File: config.mk
export PLATFORM = sky130hd
export DESIGN_NAME = ctm_top
export DESIGN_NICKNAME = d
export VERILOG_FILES = /design/src/ctm_pkg.sv /design/src/ctm_clk_sel.sv /design/src/ctm_pin_out.sv /design/src/ctm_top.sv
export VERILOG_INCLUDE_DIRS = /design/src /design/src/src
export SDC_FILE = /design/constraint.sdc
export NUM_CORES = 1
export LEC_CHECK = 0
export BUFFER_PORTS_ARGS = -buffer_cell sky130_fd_sc_hd__buf_2
export CELL_PAD_IN_SITES_DETAIL_PLACEMENT = 1
export CELL_PAD_IN_SITES_GLOBAL_PLACEMENT = 2
export CORE_ASPECT_RATIO = 1.1
export CORE_MARGIN = 4
export CORE_UTILIZATION = 31
export DETAILED_ROUTE_END_ITERATION = 7
export GPL_TIMING_DRIVEN = 0
export PLACE_DENSITY_LB_ADDON = 0.12
export SLEW_MARGIN = 20
export SYNTH_ARGS = -nofsm -noshare
export SYNTH_HDL_FRONTEND = slang
export SYNTH_SLANG_ARGS = --single-unit
export TNS_END_PERCENT = 1
File: constraint.sdc
create_clock -name core_clk -period 2 [get_ports core_clk]
set_input_delay 0.3 -clock core_clk [delete_from_list [all_inputs] [get_ports core_clk]]
set_output_delay 0.3 -clock core_clk [all_outputs]
set_load 0.05 [all_outputs]
File: src/ctm_cfg.svh
// Register offsets, field positions, reset values and timing counts of the compact timer.
// ****************************************************************
// Notes on behaviour
// ****************************************************************
// Notes on behaviour
// Period field 000 means 1024 clocks, 001..111 mean 128 to 896 clocks.
// Comparator P compares the period field with counter bits 9..7 only; the code uses field minus one on bits 9..7 and 7f on bits 6..0.
// Period field zero with P clearing lets the counter overflow at maximum.
// Mode field 00 compare output, 10 PWM, 11 timer/counter, 01 undefined.
// Software turns the timer off before changing the mode field.
// Compare mode A match: 00 no change, 01 low, 10 high, 11 toggle.
// PWM mode: 00 inactive, 01 active, 10 waveform, 11 undefined.
// Software changes the pin function in PWM mode only while timer off.
// Initial level bit sets compare start level, PWM active level, unused otherwise.
// A commanded level equal to the initial level shows no pin change.
// Timer on rising edge returns the pin to the initial level.
// Invert bit inverts the pin; no effect in timer/counter mode.
// Swap bit 0: period field is period; 1: compare A is period.
// Clear select 1 clears on A match; 0 on P match or overflow.
// Clear select has no influence in PWM mode.
// Compare mode, clear select low: both A and P flags are raised.
// Clear select high: only the A flag, never the P flag.
// Clear select high, compare A zero: overflow at 3ff without A flag.
// Compare mode pin changes only on A flag; P matches leave it.
// Software keeps pin control disabled in timer/counter mode.
// Timer on rising edge clears counter; falling edge stops and keeps value.
// Pause bit holds the counter; clearing it resumes from that value.
// Comparator A compares all ten bits of the counter.
// Clock select: sys/4, sys, high/16, high/64, sub, sub, pin rise, pin fall.
// Each match flag is a one-cycle pulse in the cycle of detection; the code registers it, so the pulse comes one cycle later.
`ifndef CTM_CFG_SVH
`define CTM_CFG_SVH
`define CTM_OFF_RUN      12'h000
`define CTM_OFF_MODE     12'h004
`define CTM_OFF_CMPA     12'h008
`define CTM_OFF_COUNT    12'h00c
`define CTM_RST_RUN      8'h00
`define CTM_RST_MODE     8'h00
`define CTM_RST_CMPA     10'h000
`define CTM_BIT_PAUSE    7
`define CTM_BIT_ON       3
`define CTM_BIT_OC       3
`define CTM_BIT_POL      2
`define CTM_BIT_DPX      1
`define CTM_BIT_CCLR     0
`define CTM_CNT_MAX      10'h3ff
`define CTM_DIV_SYS4     6'd3
`define CTM_DIV_H16      6'd15
`define CTM_DIV_H64      6'd63
`define CTM_DIV_SUB      6'd63
`define CTM_RESP_OKAY    2'b00
`define CTM_RESP_SLVERR  2'b10
`endif

File: src/ctm_pkg.sv
// Types shared by the compact timer modules.
package ctm_pkg;
   typedef enum logic [1:0] {
      CTM_MODE_CMP = 2'b00,
      CTM_MODE_UND = 2'b01,
      CTM_MODE_PWM = 2'b10,
      CTM_MODE_TC  = 2'b11
   } ctm_mode_t;
   typedef enum logic [2:0] {
      CTM_CK_SYS4 = 3'h0,
      CTM_CK_SYS  = 3'h1,
      CTM_CK_H16  = 3'h2,
      CTM_CK_H64  = 3'h3,
      CTM_CK_SUBA = 3'h4,
      CTM_CK_SUBB = 3'h5,
      CTM_CK_RISE = 3'h6,
      CTM_CK_FALL = 3'h7
   } ctm_clksel_t;
endpackage

File: src/ctm_clk_sel.sv
// Counter clock enable generator for the compact timer.
`timescale 1ns/100ps
`default_nettype none
`include "ctm_cfg.svh"
module ctm_clk_sel (
   input  wire logic       core_clk,
   input  wire logic       rst_b,
   input  wire logic [2:0] clk_sel,
   input  wire logic       ext_clk_in,
   output logic            tick
);
   logic [5:0] div_r;
   logic       ext_r;
   logic       ext_rise;
   logic       ext_fall;
   logic       hit;
   // Internal clocks are derived from the one core clock as enable pulses.
   always_ff @(posedge core_clk or negedge rst_b) begin
      if (!rst_b) begin
         div_r <= 6'h00;
         ext_r <= 1'b0;
      end else begin
         div_r <= div_r + 6'h01;
         ext_r <= ext_clk_in;
      end
   end
   assign ext_rise = ext_clk_in & ~ext_r;
   assign ext_fall = ~ext_clk_in & ext_r;
   always_comb begin
      case (ctm_pkg::ctm_clksel_t'(clk_sel))
         ctm_pkg::CTM_CK_SYS4: hit = (div_r[1:0] == 2'(`CTM_DIV_SYS4));
         ctm_pkg::CTM_CK_SYS:  hit = 1'b1;
         ctm_pkg::CTM_CK_H16:  hit = (div_r[3:0] == 4'(`CTM_DIV_H16));
         ctm_pkg::CTM_CK_H64:  hit = (div_r == `CTM_DIV_H64);
         ctm_pkg::CTM_CK_SUBA: hit = (div_r == `CTM_DIV_SUB);
         ctm_pkg::CTM_CK_SUBB: hit = (div_r == `CTM_DIV_SUB);
         ctm_pkg::CTM_CK_RISE: hit = ext_rise;
         ctm_pkg::CTM_CK_FALL: hit = ext_fall;
         default:              hit = 1'b0;
      endcase
   end
   assign tick = hit;
endmodule
`default_nettype wire

File: src/ctm_pin_out.sv
// Output pin level logic of the compact timer.
`timescale 1ns/100ps
`default_nettype none
`include "ctm_cfg.svh"
module ctm_pin_out (
   input  wire logic       core_clk,
   input  wire logic       rst_b,
   input  wire logic [1:0] mode,
   input  wire logic [1:0] pin_func,
   input  wire logic       init_lvl,
   input  wire logic       invert,
   input  wire logic       on_rise,
   input  wire logic       match_a_evt,
   input  wire logic       pwm_active,
   output logic            pin_level
);
   logic cmp_lvl_r;
   logic cmp_lvl_nxt;
   logic pwm_lvl;
   logic raw_lvl;
   always_comb begin
      cmp_lvl_nxt = cmp_lvl_r;
      if (on_rise) begin
         cmp_lvl_nxt = init_lvl;
      end else if (match_a_evt && mode == ctm_pkg::CTM_MODE_CMP) begin
         case (pin_func)
            2'b01:   cmp_lvl_nxt = 1'b0;
            2'b10:   cmp_lvl_nxt = 1'b1;
            2'b11:   cmp_lvl_nxt = ~cmp_lvl_r;
            default: cmp_lvl_nxt = cmp_lvl_r;
         endcase
      end
   end
   always_ff @(posedge core_clk or negedge rst_b) begin
      if (!rst_b) begin
         cmp_lvl_r <= 1'b0;
      end else begin
         cmp_lvl_r <= cmp_lvl_nxt;
      end
   end
   always_comb begin
      case (pin_func)
         2'b00:   pwm_lvl = ~init_lvl;
         2'b01:   pwm_lvl = init_lvl;
         2'b10:   pwm_lvl = pwm_active ? init_lvl : ~init_lvl;
         default: pwm_lvl = ~init_lvl;
      endcase
   end
   assign raw_lvl = (mode == ctm_pkg::CTM_MODE_PWM) ? pwm_lvl : cmp_lvl_r;
   // Timer/counter mode leaves the pin unused, so it parks low.
   assign pin_level = (mode == ctm_pkg::CTM_MODE_TC) ? 1'b0 : (raw_lvl ^ invert);
endmodule
`default_nettype wire

File: src/ctm_top.sv
// Compact ten-bit timer with compare output, PWM and AXI4-Lite registers.
//
// Implementation choices: the AXI4-Lite slave port and the register addresses.
`timescale 1ns/100ps
`default_nettype none
`include "ctm_cfg.svh"
module ctm_top (
   input  wire logic        core_clk,
   input  wire logic        rst_b,
   input  wire logic [11:0] s_axi_awaddr,
   input  wire logic        s_axi_awvalid,
   output logic             s_axi_awready,
   input  wire logic [31:0] s_axi_wdata,
   input  wire logic [3:0]  s_axi_wstrb,
   input  wire logic        s_axi_wvalid,
   output logic             s_axi_wready,
   output logic [1:0]       s_axi_bresp,
   output logic             s_axi_bvalid,
   input  wire logic        s_axi_bready,
   input  wire logic [11:0] s_axi_araddr,
   input  wire logic        s_axi_arvalid,
   output logic             s_axi_arready,
   output logic [31:0]      s_axi_rdata,
   output logic [1:0]       s_axi_rresp,
   output logic             s_axi_rvalid,
   input  wire logic        s_axi_rready,
   input  wire logic        external_clock_pin,
   output logic             timer_output_pin,
   output logic             compare_a_flag,
   output logic             compare_p_flag
);
   // ****************************************************************
   // Register bus
   // ****************************************************************
   logic [7:0]  timer_clock_run_control_r;
   logic [7:0]  timer_mode_output_control_r;
   logic [9:0]  compare_a_value_r;
   logic [11:0] aw_addr_r;
   logic        aw_have_r;
   logic [31:0] w_data_r;
   logic [3:0]  w_strb_r;
   logic        w_have_r;
   logic        bvalid_r;
   logic [1:0]  bresp_r;
   logic        rvalid_r;
   logic [31:0] rdata_r;
   logic [1:0]  rresp_r;
   logic        awready_r;
   logic        wready_r;
   logic        arready_r;
   logic        wr_go;
   logic        wr_run;
   logic        wr_mode;
   logic        wr_cmpa;
   logic        wr_hit;
   logic        rd_go;
   logic [31:0] rd_mux;
   logic        rd_hit;
   logic [9:0]  count_r;
   assign wr_go   = aw_have_r & w_have_r & ~bvalid_r;
   assign wr_run  = wr_go & (aw_addr_r[11:2] == `CTM_OFF_RUN >> 2) & w_strb_r[0];
   assign wr_mode = wr_go & (aw_addr_r[11:2] == `CTM_OFF_MODE >> 2) & w_strb_r[0];
   assign wr_cmpa = wr_go & (aw_addr_r[11:2] == `CTM_OFF_CMPA >> 2);
   assign wr_hit  = (aw_addr_r[11:2] == `CTM_OFF_RUN >> 2)
                  | (aw_addr_r[11:2] == `CTM_OFF_MODE >> 2)
                  | (aw_addr_r[11:2] == `CTM_OFF_CMPA >> 2)
                  | (aw_addr_r[11:2] == `CTM_OFF_COUNT >> 2);
   assign rd_go   = s_axi_arvalid & arready_r;
   assign rd_hit  = (s_axi_araddr[11:2] == `CTM_OFF_RUN >> 2)
                  | (s_axi_araddr[11:2] == `CTM_OFF_MODE >> 2)
                  | (s_axi_araddr[11:2] == `CTM_OFF_CMPA >> 2)
                  | (s_axi_araddr[11:2] == `CTM_OFF_COUNT >> 2);
   assign rd_mux  = (s_axi_araddr[11:2] == `CTM_OFF_RUN >> 2)  ? {24'h0, timer_clock_run_control_r}
                  : (s_axi_araddr[11:2] == `CTM_OFF_MODE >> 2) ? {24'h0, timer_mode_output_control_r}
                  : (s_axi_araddr[11:2] == `CTM_OFF_CMPA >> 2) ? {22'h0, compare_a_value_r}
                  : (s_axi_araddr[11:2] == `CTM_OFF_COUNT >> 2) ? {22'h0, count_r}
                  : 32'h0;
   always_ff @(posedge core_clk or negedge rst_b) begin
      if (!rst_b) begin
         aw_have_r <= 1'b0;
         aw_addr_r <= 12'h000;
         awready_r <= 1'b0;
      end else begin
         awready_r <= ~aw_have_r & ~(s_axi_awvalid & awready_r);
         if (s_axi_awvalid & awready_r) begin
            aw_have_r <= 1'b1;
            aw_addr_r <= s_axi_awaddr;
         end else if (wr_go) begin
            aw_have_r <= 1'b0;
         end
      end
   end
   always_ff @(posedge core_clk or negedge rst_b) begin
      if (!rst_b) begin
         w_have_r <= 1'b0;
         w_data_r <= 32'h0;
         w_strb_r <= 4'h0;
         wready_r <= 1'b0;
      end else begin
         wready_r <= ~w_have_r & ~(s_axi_wvalid & wready_r);
         if (s_axi_wvalid & wready_r) begin
            w_have_r <= 1'b1;
            w_data_r <= s_axi_wdata;
            w_strb_r <= s_axi_wstrb;
         end else if (wr_go) begin
            w_have_r <= 1'b0;
         end
      end
   end
   always_ff @(posedge core_clk or negedge rst_b) begin
      if (!rst_b) begin
         bvalid_r <= 1'b0;
         bresp_r  <= `CTM_RESP_OKAY;
      end else if (wr_go) begin
         bvalid_r <= 1'b1;
         bresp_r  <= wr_hit ? `CTM_RESP_OKAY : `CTM_RESP_SLVERR;
      end else if (s_axi_bready) begin
         bvalid_r <= 1'b0;
      end
   end
   always_ff @(posedge core_clk or negedge rst_b) begin
      if (!rst_b) begin
         arready_r <= 1'b0;
         rvalid_r  <= 1'b0;
         rdata_r   <= 32'h0;
         rresp_r   <= `CTM_RESP_OKAY;
      end else begin
         arready_r <= ~rvalid_r & ~rd_go;
         if (rd_go) begin
            rvalid_r <= 1'b1;
            rdata_r  <= rd_mux;
            rresp_r  <= rd_hit ? `CTM_RESP_OKAY : `CTM_RESP_SLVERR;
         end else if (s_axi_rready) begin
            rvalid_r <= 1'b0;
         end
      end
   end
   always_ff @(posedge core_clk or negedge rst_b) begin
      if (!rst_b) begin
         timer_clock_run_control_r   <= `CTM_RST_RUN;
         timer_mode_output_control_r <= `CTM_RST_MODE;
         compare_a_value_r           <= `CTM_RST_CMPA;
      end else begin
         if (wr_run) begin
            timer_clock_run_control_r <= w_data_r[7:0];
         end
         if (wr_mode) begin
            timer_mode_output_control_r <= w_data_r[7:0];
         end
         if (wr_cmpa) begin
            if (w_strb_r[0]) begin
               compare_a_value_r[7:0] <= w_data_r[7:0];
            end
            if (w_strb_r[1]) begin
               compare_a_value_r[9:8] <= w_data_r[9:8];
            end
         end
      end
   end
   // ****************************************************************
   // Counter and comparators
   // ****************************************************************
   logic       on_r;
   logic       on_rise;
   logic       tick;
   logic       run_en;
   logic [1:0] mode;
   logic [2:0] period_field;
   logic       clr_sel;
   logic       dpx;
   logic       match_a;
   logic       match_p;
   logic       at_max;
   logic       clear_cnt;
   logic       flag_a_nxt;
   logic       flag_p_nxt;
   logic       pwm_active;
   logic [9:0] period_cmp;
   logic       pin_lvl;
   logic       pin_r;
   logic       flag_a_r;
   logic       flag_p_r;
   assign mode         = timer_mode_output_control_r[7:6];
   assign clr_sel      = timer_mode_output_control_r[`CTM_BIT_CCLR];
   assign dpx          = timer_mode_output_control_r[`CTM_BIT_DPX];
   assign period_field = timer_clock_run_control_r[2:0];
   assign on_rise      = timer_clock_run_control_r[`CTM_BIT_ON] & ~on_r;
   assign run_en       = on_r & timer_clock_run_control_r[`CTM_BIT_ON]
                       & ~timer_clock_run_control_r[`CTM_BIT_PAUSE] & tick;
   // Matches are taken on the count value reached, so one event per value.
   assign match_a      = run_en & (count_r == compare_a_value_r)
                       & (compare_a_value_r != 10'h000);
   // P fires on the tick that would carry the count onto the boundary, so the period is exact.
   assign match_p      = run_en & (period_field != 3'h0) & (count_r[6:0] == 7'h7f)
                       & (count_r[9:7] == period_field - 3'h1);
   assign at_max       = run_en & (count_r == `CTM_CNT_MAX);
   always_comb begin
      if (mode == ctm_pkg::CTM_MODE_PWM) begin
         clear_cnt = dpx ? match_a : (match_p | at_max);
      end else if (clr_sel) begin
         clear_cnt = match_a | at_max;
      end else begin
         clear_cnt = match_p | at_max;
      end
   end
   assign flag_a_nxt = match_a;
   assign flag_p_nxt = match_p & (~clr_sel | mode == ctm_pkg::CTM_MODE_PWM);
   assign period_cmp = {period_field, 7'h00};
   // Duty compares the live count; a duty at or past the period stays active.
   assign pwm_active = dpx ? ((period_field == 3'h0) | (count_r < period_cmp))
                           : (count_r < compare_a_value_r);
   always_ff @(posedge core_clk or negedge rst_b) begin
      if (!rst_b) begin
         on_r    <= 1'b0;
         count_r <= 10'h000;
      end else begin
         on_r <= timer_clock_run_control_r[`CTM_BIT_ON];
         if (on_rise) begin
            count_r <= 10'h000;
         end else if (clear_cnt) begin
            count_r <= 10'h000;
         end else if (run_en) begin
            count_r <= count_r + 10'h001;
         end
      end
   end
   ctm_clk_sel u_clk_sel (
      .core_clk   (core_clk),
      .rst_b      (rst_b),
      .clk_sel    (timer_clock_run_control_r[6:4]),
      .ext_clk_in (external_clock_pin),
      .tick       (tick)
   );
   ctm_pin_out u_pin_out (
      .core_clk    (core_clk),
      .rst_b       (rst_b),
      .mode        (mode),
      .pin_func    (timer_mode_output_control_r[5:4]),
      .init_lvl    (timer_mode_output_control_r[`CTM_BIT_OC]),
      .invert      (timer_mode_output_control_r[`CTM_BIT_POL]),
      .on_rise     (on_rise),
      .match_a_evt (match_a),
      .pwm_active  (pwm_active),
      .pin_level   (pin_lvl)
   );
   always_ff @(posedge core_clk or negedge rst_b) begin
      if (!rst_b) begin
         pin_r    <= 1'b0;
         flag_a_r <= 1'b0;
         flag_p_r <= 1'b0;
      end else begin
         pin_r    <= pin_lvl;
         flag_a_r <= flag_a_nxt;
         flag_p_r <= flag_p_nxt;
      end
   end
   assign s_axi_awready    = awready_r;
   assign s_axi_wready     = wready_r;
   assign s_axi_bvalid     = bvalid_r;
   assign s_axi_bresp      = bresp_r;
   assign s_axi_arready    = arready_r;
   assign s_axi_rvalid     = rvalid_r;
   assign s_axi_rdata      = rdata_r;
   assign s_axi_rresp      = rresp_r;
   assign timer_output_pin = pin_r;
   assign compare_a_flag   = flag_a_r;
   assign compare_p_flag   = flag_p_r;
endmodule
`default_nettype wire

==> metrics.sh, run 1 <==
OUTCOME='finished with violations'
FAILED_CHECKS='setup timing'
GLOBALROUTE.TOTALOVERFLOW=0
WHS_NS=0.0808
NUMBER_OF_ANTENNA_VIOLATIONS_AT_THE_FIRST_CHECK_IN_GLOBAL_ROUTING=0
DP_SLACK_NS=-0.504
FINAL_ANTENNA_NET_COUNT=0
TIMING.FINAL.WS_SETUP_NS=-0.0479
NETLIST_AREA_UM2=4540
DETAILEDROUTE.FIRSTITERATIONVIOLATIONS=101
AVGVIACOUNTPERCELL=4.69
CRITPATHKIND='flop to flop'
ROUTABILITYCONGESTION=0.799
PROPORTION_OF_SYNTHESIZED_CHIP_AREA_IN_SEQUENTIAL_CELLS_PCT=49.0
WORST_CLOCK_SKEW_NS=0.00894
FP.DIEAREA_UM2=16700
AREA_DELTA_SYNTH_FINAL_PCT=28.3
GRT_MAX_DEGREE=57
SETUP.WORST_PATH.START_CLASS='flop'
WORST_PATH_MAX_STAGE_DELAY_NS=0.54
TIMING.CRITICAL_PATH.TO_TYPE='flop'
REG2REG_SLACK_NS=-0.05
EDFF_COUNT_SYNTH=0
CLOCK_TREE.BUFFER_DEPTH=2
ROWS=46
CORE_UM2=14400
CTSHTREEMAXLEVEL=3
RSZ0062_AT_GRT='yes'
ACHIEVABLE-FREQUENCY_MHz=488
SEQUENCE_OF_CELLS_ON_THE_CRITICAL_PATH='or3b_1 -> a21boi_1 -> o31a_1 -> buf_6 -> nand2_4 -> or4_4 -> a21oi_2'
PORTBUFFERS=57
SYNTH_TOP_AREA_SHARE_PCT=49.0
POSTSYNTHAREAPERCELL_UM2=11.7
FINAL_MAX_SLEW_VIOL_COUNT=0
POSTLAYOUTCOREUTIL_PCT=40.5
SYNTHDOMINANTAREACELLTYPE='dfrtp_1'
CRIT_BUF_INV=1
NUMCLOCKSINKS=89
FINAL_LAYOUT_SETUP_TOTAL_NEGATIVE_SLACK_NS=-0.351
GRT_PASS1_VIAS=3504
HOLD_VIOL=0
FINAL_NETS=592
TIMING.FINAL.SETUP_VIOLATIONS=10
YS_WARN_COUNT=0
PIN_COUNT=112
WORST_EP_ARRIVAL_TIME_NS=2.32
MIN_PERIOD_OVER_PERIOD_PCT=102
LAYOUT-DRIVE-GT1-SHARE_PCT=42.2
WORST_SLEW_PIN_SLEW_NS=0.838
POST_SYNTH_INST_COUNT=387
POWER_DENSITY_nW_PER_UM2=892
CTS_TREE='built'
CLK_PIN_SLEW_WORST_PATHS_NS=0.07
DRC_ERRORS=0
DETAIL_ROUTE.FIRST_PASS.ITERATIONS=4
SYNTH.MOST_COMMON_CELL='dfrtp_1'
SYNTH_TOP_CELLS_BY_AREA='dfrtp_1 49%, mux2_2 12%, ha_1 5.5%'
INSERTEDDIODECOUNT=0
STATIC-LEAKAGE-POWER_uW=0.00278
MAX_SLEW_MARGIN_PCT=44.1
MAX_CAP_VIOLATIONS=0
CRITICAL_PATH_PEAK_FANOUT=7
REQUIRED_NS=2.28
CP_TOP_FAMILY='simple AND/OR/NAND/NOR gates'
SYNTH_ASYNC_SR_FLOP_SHARE_PCT=100
CLOCK_LATENCY_NS=0.35
ROUTE.VIAS.TOTAL=3285
INITIAL_CORE_UTILIZATION_PCT=31.6
ROOT_BUFFER='clkbuf_16'
CRIT_SLOWEST_CELL='or4_4'
SYNTH-SEQ-CELLS=89
FIRST_PASS_GRT_WIRE_LENGTH_MM=18.7
IR_WORST_VDD_uV=620
DP_HPWL_MM=8.86
HOLD_REMOVAL_PATH_CLASS='primary input to flop'
WIRELENGTH_MM=11.7
DIE_HEIGHT_UM=135
SYNTH_CELL_TYPES=52
FINALCRITICALPERIOD_NS=2.05
CTS_INSERTED_BUFFERS=9
SYNTH_FF_TYPE='dfrtp_1'
GROUTE.USAGE.OVERALL_PCT=14.7
YOSYS-TOP-CELLS-COUNT='89 x dfrtp_1, 47 x mux2_2, 29 x inv_1, 24 x buf_4, 20 x ha_1'
ROUTE.DETAILED.WL_PER_INST_UM=16.7
DIE-WIDTH_UM=123
-- layout by cell type (no fill, tap or decap), types with 4 or more instances in the layout --
master     synthesis  final
conb_1             1     24
xnor2_1            6      6
o21ai_0           13     12
a211oi_2           0      4
a21oi_1            9      8
nand3_1           14     13
nor2_1            19     13
clkbuf_16          0      9
clkbuf_1           5      6
nor4_1             5      5
dfrtp_2            0     10
buf_2              0     56
ha_4               0      4
nand4_1            8      8
mux4_2             7      7
mux2i_1            8      8
a22o_1             8      8
ha_1              20     16
buf_4             24     47
nor2_2             1      6
dfrtp_1           89     79
mux2_2            47     47
inv_1             29     29
nand2_1           17     17
xor2_1             7      7
-- power breakdown --
part	internal, uW	switching, uW
sequential	2130	288
combinational	498	657
clock	863	764
total	3490	1710
-- kinds of logic after synthesis --
group                    synth area share (%)
XOR/XNOR                                 2.51
AND/OR/NAND/NOR                          10.8
adder cells (fa/ha/maj)                  5.51
AO/OA/AOI/OAI                            7.21
other                                  0.0825
buffers and inverters                    7.19
multiplexers                             17.7
flip-flops                               49.0
-- flip-flops by register name, indices dropped and copies added (netlist names), 2 cells and up --
| name | cells |
|---|---|
| w_strb_r | 2 |
| s_axi_rdata | 10 |
| timer_mode_output_control_r | 8 |
| count_r | 10 |
| compare_a_value_r | 10 |
| u_clk_sel.div_r | 6 |
| timer_clock_run_control_r | 8 |
| aw_addr_r | 10 |
| w_data_r | 10 |
-- worst paths after layout --
check / from / endpoint / cells past startpoint
max: timer_clock_run_control_r[4] / count_r[5] / 7
min: external_clock_pin / u_clk_sel.ext_r / 1
max reg2reg: timer_clock_run_control_r[4] / count_r[5] / 7
min reg2reg: s_axi_rvalid / s_axi_arready / 1
max in group asynchronous: rst_b / compare_a_value_r[9] / 3
min in group asynchronous: rst_b / u_clk_sel.div_r[1] / 2
-- area by class of cell --
cell class	count	area (um^2)
fill	1609	8560
buffer	31	214
tap	192	240
timing repair buffer	83	513
multi-input combinational	260	2230
clock inverter	6	50.0
clock buffer	10	229
inverter	30	113
sequential	89	2240
-- metal layers --
metal	up-vias	track usage [%]	wire length [um]
met3	12	2.68	517
li1	1576	-	-
met2	64	24.4	5710
met1	1633	19.1	5270
met5	-	0	0
met4	0	5.29	181
-- through the flow --
| stage | power, uW | instances | area [um^2] |
|---|---|---|---|
| finish | 5200 | 701 | 5830 |
| global route | 5490 | 701 | 5830 |
| CTS | 5220 | 680 | 5570 |
| detailed placement | 3540 | 660 | 5190 |
| global placement | 3490 | 659 | 5160 |
| floorplan | 3180 | 410 | 4630 |
-- repair_timing --
item	in CTS	in global routing
hold endpoints to repair	33	0
setup buffers	3	21
pin swaps	7	10
gates resized for setup	16	23
hold buffers	1	0
endpoints found under the setup margin	38	38
(Power assumes the default switching activity.)
==> run 2, diff against run 1 <==
--- a/config.mk
+++ b/config.mk
@@ -10,7 +10,7 @@
 export CELL_PAD_IN_SITES_DETAIL_PLACEMENT = 1
 export CELL_PAD_IN_SITES_GLOBAL_PLACEMENT = 2
 export CORE_ASPECT_RATIO = 1.1
-export CORE_MARGIN = 4
+export CORE_MARGIN = 5
 export CORE_UTILIZATION = 31
 export DETAILED_ROUTE_END_ITERATION = 7
 export GPL_TIMING_DRIVEN = 0
==> run 2 against run 1 <==
The run still ends with setup timing left. Largest power group unchanged. Maximum frequency decreased by 0.80%. Flip-flop and latch count did not move. Largest cell class is now multi-input gates. Design area rose by 2.4%. Via count rose by 2.9%. Clock power is 7% higher. Non-clock buffer count rose by 8. Sequential power about the same. Hold slack got worse by 0.0094 ns. Count of clock-buffer cells in the layout is 1 lower.
==> metrics.sh, run 2 (same netlist as run 1, synthesis figures left out) <==
CELL_INTERNAL_PWR_uW=3610
MAX_SLEW_MARGIN_PCT=43.6
STATIC-LEAKAGE-POWER_uW=0.00285
ROUTE.DETAILED.WL_PER_INST_UM=17.2
DIE_HEIGHT_UM=137
ROUTABILITYCONGESTION=0.819
INITIAL_CORE_UTILIZATION_PCT=31.6
WORST_CLOCK_SKEW_NS=0.0129
REG2REG_SLACK_NS=-0.06
FINAL_NETS=600
CLK_PIN_SLEW_WORST_PATHS_NS=0.07
CTS_TREE='built'
CTS_INSERTED_BUFFERS=9
DETAIL_ROUTE.FIRST_PASS.ITERATIONS=4
TIMING.CRITICAL_PATH.TO_TYPE='flop'
CTSHTREEMAXLEVEL=3
INSERTEDDIODECOUNT=0
HOLD_VIOL=0
CORE_UM2=14400
FINAL_LAYOUT_SETUP_TOTAL_NEGATIVE_SLACK_NS=-0.459
IR_WORST_VDD_uV=633
POWER_DENSITY_nW_PER_UM2=891
WIRELENGTH_MM=12.2
MIN_FROM='external_clock_pin'
R2R-START='count_r[7]'
RSZ0062_AT_GRT='yes'
AVGVIACOUNTPERCELL=4.77
WORSTREGTOREGCELLS=8
LAYOUT-DRIVE-GT1-SHARE_PCT=44.1
COMB_POWER_SHARE_PCT=21.8
AREA_DELTA_SYNTH_FINAL_PCT=31.4
FAILED_CHECKS='setup timing'
NUMBER_OF_ANTENNA_VIOLATIONS_AT_THE_FIRST_CHECK_IN_GLOBAL_ROUTING=0
MIN_PERIOD_OVER_PERIOD_PCT=103
CLOCK_TREE.BUFFER_DEPTH=2
DRC_ERRORS=0
HOLD_REMOVAL_PATH_CLASS='primary input to flop'
GLOBALROUTE.TOTALOVERFLOW=0
TIMING.FINAL.WS_SETUP_NS=-0.0645
GRT_PASS1_VIAS=3585
WORST_EP_ARRIVAL_TIME_NS=2.30
ROOT_BUFFER='clkbuf_16'
OUTCOME='finished with violations'
ROUTE.VIAS.TOTAL=3381
LAYOUT.CELLS.MOST_COMMON_LIST='79 x dfrtp_1, 56 x buf_2, 55 x buf_4'
PIN_COUNT=112
ACHIEVABLE-FREQUENCY_MHz=484
GROUTE.USAGE.OVERALL_PCT=14.4
SETUP.WORST_PATH.START_CLASS='flop'
CLOCK_POWER_SHARE_PCT=32.7
FILL_CELLS=1613
FP.DIEAREA_UM2=17200
FINALCRITICALPERIOD_NS=2.06
NUMCLOCKSINKS=89
REQUIRED_NS=2.24
MAX_CAP_VIOLATIONS=0
FINAL_MAX_SLEW_VIOL_COUNT=0
WORST_SLEW_PIN_SLEW_NS=0.846
WHS_NS=0.0714
P_SW_SHARE_PCT=32.1
FINAL_ANTENNA_NET_COUNT=0
CLOCK_LATENCY_NS=0.35
FIRST_PASS_GRT_WIRE_LENGTH_MM=19.2
WORSTHOLDENDPOINT='u_clk_sel.ext_r'
DIE-WIDTH_UM=125
CRITICAL_PATH_PEAK_FANOUT=8
SWITCHING_POWER_uW=1710
CRITPATHKIND='flop to flop'
PORTBUFFERS=57
TIMING.FINAL.SETUP_VIOLATIONS=8
ROWS=46
CRITICAL_PATH.REG2REG.ENDPOINT='count_r[9]'
HOLD_PATH_DEPTH=1
LAYOUT.CELLS.MOST_COMMON='dfrtp_1'
DETAILEDROUTE.FIRSTITERATIONVIOLATIONS=87
POWER.SEQUENTIAL.FRACTION_PCT=45.5
GRT_MAX_DEGREE=50
DP_HPWL_MM=8.87
[run 2: changes by cell type in the layout (fill, tap and decap cells not counted), sizes merged]
cell,before,now
buf,108,116
bufinv,0,1
clkbuf,15,14
clkinv,2,3
inv,33,32
[run 2: how the worst max path moves through the flow]
| stage | from | to | slack, ns |
|---|---|---|---|
| floorplan | u_clk_sel.div_r[0] | count_r[5] | 0.009 |
| global placement | count_r[9] | count_r[4] | -0.50 |
| detailed placement | count_r[8] | count_r[1] | -0.56 |
| CTS | timer_clock_run_control_r[4] | count_r[5] | -0.18 |
| global route | count_r[7] | timer_output_pin | -0.16 |
| finish | count_r[7] | count_r[9] | -0.06 |
[run 2: cell type report]
| cell class | instances | area [um^2] | area share, % |
|---|---|---|---|
| Buffer | 31 | 215 | 3.61 |
| Clock buffer | 9 | 225 | 3.77 |
| Clock inverter | 7 | 76.3 | 1.28 |
| Inverter | 30 | 113 | 1.89 |
| Multi-Input combinational cell | 260 | 2280 | 38.2 |
| Sequential cell | 89 | 2240 | 37.5 |
| Tap cell | 192 | 240 | 4.02 |
| Timing Repair Buffer | 91 | 582 | 9.75 |
[run 2: power groups by stage]
stage	registers (uW)	clock network (uW)	logic, uW
4_1_cts	2420	1820	1120
3_5_place_dp	2450	0	1100
6_report	2420	1740	1160
5_1_grt	2480	1870	1270
2_1_floorplan	2510	0	666
3_3_place_gp	2420	0	1070
[run 2: metrics by stage]
step | total power, uW | cells | setup WS (ns) | util [%] | instance area, um^2
floorplan | 3180 | 410 | 0.00903 | - | 4630
global placement | 3490 | 659 | -0.500 | 35.8 | 5160
detailed placement | 3540 | 660 | -0.561 | 36.1 | 5190
CTS | 5350 | 679 | -0.181 | 38.8 | 5590
global route | 5630 | 709 | -0.160 | 41.5 | 5970
finish | 5320 | 709 | -0.0645 | 41.5 | 5970
[run 2: worst max-delay path: stages (launching register included)]
cell	delay, ns
dfrtp_2	0.47
ha_4	0.30
nand4_1	0.15
nor2_1	0.13
nand4_1	0.18
a21o_2	0.28
o211ai_1	0.16
buf_4	0.21
nor2_1	0.06
[run 2: metal layers]
metal | track usage, % | routed length [um] | vias up
met2 | 24.1 | 6040 | 74
li1 | - | - | 1591
met5 | 0 | 0 | -
met3 | 2.89 | 505 | 14
met4 | 6.08 | 240 | 0
met1 | 18.1 | 5410 | 1702
[run 2: timing repair]
| item | in CTS | in global routing |
|---|---|---|
| endpoints found under the hold margin | 40 | 0 |
| pin swaps | 4 | 22 |
| buffers inserted | 2 | 30 |
| resized for setup | 16 | 28 |
| endpoints found under the setup margin | 38 | 37 |
| hold buffers | 1 | 0 |
==> run 3, diff against run 2 <==
--- a/config.mk
+++ b/config.mk
@@ -6,7 +6,7 @@
 export SDC_FILE = /design/constraint.sdc
 export NUM_CORES = 1
 export LEC_CHECK = 0
-export BUFFER_PORTS_ARGS = -buffer_cell sky130_fd_sc_hd__buf_2
+export BUFFER_PORTS_ARGS = -buffer_cell sky130_fd_sc_hd__buf_4
 export CELL_PAD_IN_SITES_DETAIL_PLACEMENT = 1
 export CELL_PAD_IN_SITES_GLOBAL_PLACEMENT = 2
 export CORE_ASPECT_RATIO = 1.1
==> run 3 against run 2 <==
The flow still finishes with violations (setup timing). Final cell count down 0.99%. Sequential power about the same. Hold slack worse by 0.033 ns. Sequential share of layout area down 0.052 points. Flip-flop and latch count unchanged. Die area unchanged. Wire length up 0.86%. Total power up 0.70%. Critical path type unchanged. Critical endpoint is now count_r[5]. Largest power group unchanged. Highest routed layer unchanged.
==> metrics.sh, run 3 (same netlist as run 1, synthesis figures left out) <==
OUTCOME='finished with violations'
FAILED_CHECKS='setup timing'
FINAL_MAX_SLEW_VIOL_COUNT=0
LAYOUT.CELLS.MOST_COMMON_LIST='108 x buf_4, 80 x dfrtp_1, 47 x mux2_2'
WORST_CLOCK_SKEW_NS=0.00671
MIN_PERIOD_OVER_PERIOD_PCT=102
FIRST_PASS_GRT_WIRE_LENGTH_MM=20.0
CRITICAL_PATH_PEAK_FANOUT=7
CRIT_BUF_INV=1
LAYOUT-DRIVE-GT1-SHARE_PCT=41.6
WORST_SLEW_PIN_SLEW_NS=0.840
ROUTED.TOP_LAYER='met4'
REG2REG_SLACK_NS=-0.04
AREA_DELTA_SYNTH_FINAL_PCT=31.5
TIMING.CRITICAL_PATH.TO_TYPE='flop'
FINAL_NETS=594
INSERTEDDIODECOUNT=0
WORST_PATH_MAX_STAGE_DELAY_NS=0.55
FILL_CELLS=1599
FINAL_ANTENNA_NET_COUNT=0
WIRELENGTH_MM=12.3
GRT_MAX_DEGREE=90
ROOT_BUFFER='clkbuf_16'
PIN_COUNT=112
GRT_PASS1_VIAS=3768
LAYOUT.CELLS.MOST_COMMON='buf_4'
TIMING.FINAL.WS_SETUP_NS=-0.0422
POWER_DENSITY_nW_PER_UM2=897
CTS_TREE='built'
ROWS=46
TIMING.FINAL.SETUP_VIOLATIONS=8
AREA.SEQUENTIAL_UM2=2240
FINALCRITICALPERIOD_NS=2.04
WORSTREGTOREGCELLS=8
MET3_WIRELENGTH_UM=525
ROUTE.VIAS.TOTAL=3365
AVGVIACOUNTPERCELL=4.79
DIE-WIDTH_UM=125
GLOBALROUTE.TOTALOVERFLOW=0
IR_WORST_VDD_uV=604
STATIC-LEAKAGE-POWER_uW=0.00284
MULTIINPUTGATEAREA_UM2=2220
CRIT_SLOWEST_CELL='or4_4'
HOLD_VIOL=0
NUMCLOCKSINKS=89
MAX_CAP_VIOLATIONS=0
WORST_EP_ARRIVAL_TIME_NS=2.32
GROUTE.USAGE.OVERALL_PCT=14.9
PORTBUFFERS=57
WL_MET1_MM=5.42
DETAILEDROUTE.FIRSTITERATIONVIOLATIONS=77
HOLD_REMOVAL_PATH_CLASS='primary input to asynchronous set/reset pin'
ACHIEVABLE-FREQUENCY_MHz=490
MAX_SLEW_MARGIN_PCT=44.0
NUMBER_OF_ANTENNA_VIOLATIONS_AT_THE_FIRST_CHECK_IN_GLOBAL_ROUTING=0
DIE_HEIGHT_UM=137
CLOCK_LATENCY_NS=0.35
CRITICAL_PATH.REG2REG.ENDPOINT='count_r[5]'
CP_TOP_FAMILY='simple AND/OR/NAND/NOR gates'
RSZ0062_AT_GRT='yes'
PLACEDINSTANCEAREA_UM2=5300
REQUIRED_NS=2.27
DETAILROUTE.WIRELENGTH.MET2_MM=6.17
CRITPATHKIND='flop to flop'
SEQUENCE_OF_CELLS_ON_THE_CRITICAL_PATH='ha_4 -> nand3_2 -> o221ai_2 -> o31a_1 -> buf_6 -> nand2_4 -> or4_4 -> a21oi_2'
CTS_INSERTED_BUFFERS=9
ROUTE.DETAILED.WL_PER_INST_UM=17.5
DP_HPWL_MM=8.74
FINAL_LAYOUT_SETUP_TOTAL_NEGATIVE_SLACK_NS=-0.251
CORE_UM2=14400
CTSHTREEMAXLEVEL=3
FINAL_STANDARD_CELL_AREA_WITHOUT_FILLERS_UM2=5970
WHS_NS=0.0386
INITIAL_CORE_UTILIZATION_PCT=31.6
R2R-START='u_clk_sel.div_r[1]'
CLK_PIN_SLEW_WORST_PATHS_NS=0.06
ROUTABILITYCONGESTION=0.823
FP.DIEAREA_UM2=17200
CLOCK_TREE.BUFFER_DEPTH=2
DRC_ERRORS=0
DETAIL_ROUTE.FIRST_PASS.ITERATIONS=4
SETUP.WORST_PATH.START_CLASS='flop'
-- run 3: cell types whose count changed in the layout (fill, tap and decap cells not counted), sizes merged --
| cell | previous run | this run |
|---|---|---|
| buf | 116 | 111 |
| inv | 32 | 30 |
| clkbuf | 14 | 15 |
| dlygate4sd3 | 1 | 0 |
-- run 3: repair_timing --
action | 4_1_cts | 5_1_grt
hold buffers | 0 | 0
resized for setup | 26 | 5
buffers inserted | 19 | 9
setup endpoints to repair | 38 | 36
pin swaps | 10 | 10
-- run 3: worst max path at each step --
stage	cells after the start	endpoint	slack [ns]	start
after floorplan	8	count_r[5]	0.009	u_clk_sel.div_r[0]
after global placement	7	count_r[4]	-0.50	count_r[9]
after detailed placement	7	count_r[9]	-0.51	count_r[8]
after CTS	7	count_r[5]	-0.05	timer_clock_run_control_r[4]
after global routing	9	timer_output_pin	-0.17	compare_a_value_r[4]
final	8	count_r[5]	-0.04	u_clk_sel.div_r[1]
-- run 3: area by class of cell --
cell class / count / area share (%)
Timing Repair Buffer: 85 / 10.7
Multi-Input combinational cell: 260 / 37.2
Buffer: 31 / 3.58
Tap cell: 192 / 4.02
Clock buffer: 10 / 4.00
Sequential cell: 89 / 37.5
Clock inverter: 5 / 1.07
Inverter: 30 / 1.88
-- run 3: per-layer routing --
layer / vias up / global-route usage [%]
met5: - / 0
met4: 0 / 5.18
met3: 11 / 3.08
met2: 70 / 26.4
met1: 1710 / 18.0
li1: 1574 / -
-- run 3: metrics by stage --
stage,power [uW],std cells,util (%),setup WS [ns]
after global placement,3540,659,36.8,-0.497
after global routing,5660,702,41.5,-0.167
after CTS,5430,693,40.8,-0.0536
after floorplan,3180,410,-,0.00903
final,5360,702,41.5,-0.0422
after detailed placement,3590,659,36.9,-0.507
-- run 3: power by group --
| group | total (uW) | internal, uW | switching [uW] |
|---|---|---|---|
| Clock | 1740 | 1000 | 734 |
| Sequential | 2420 | 2130 | 288 |
| Combinational | 1200 | 543 | 660 |
| Total | 5360 | 3680 | 1680 |
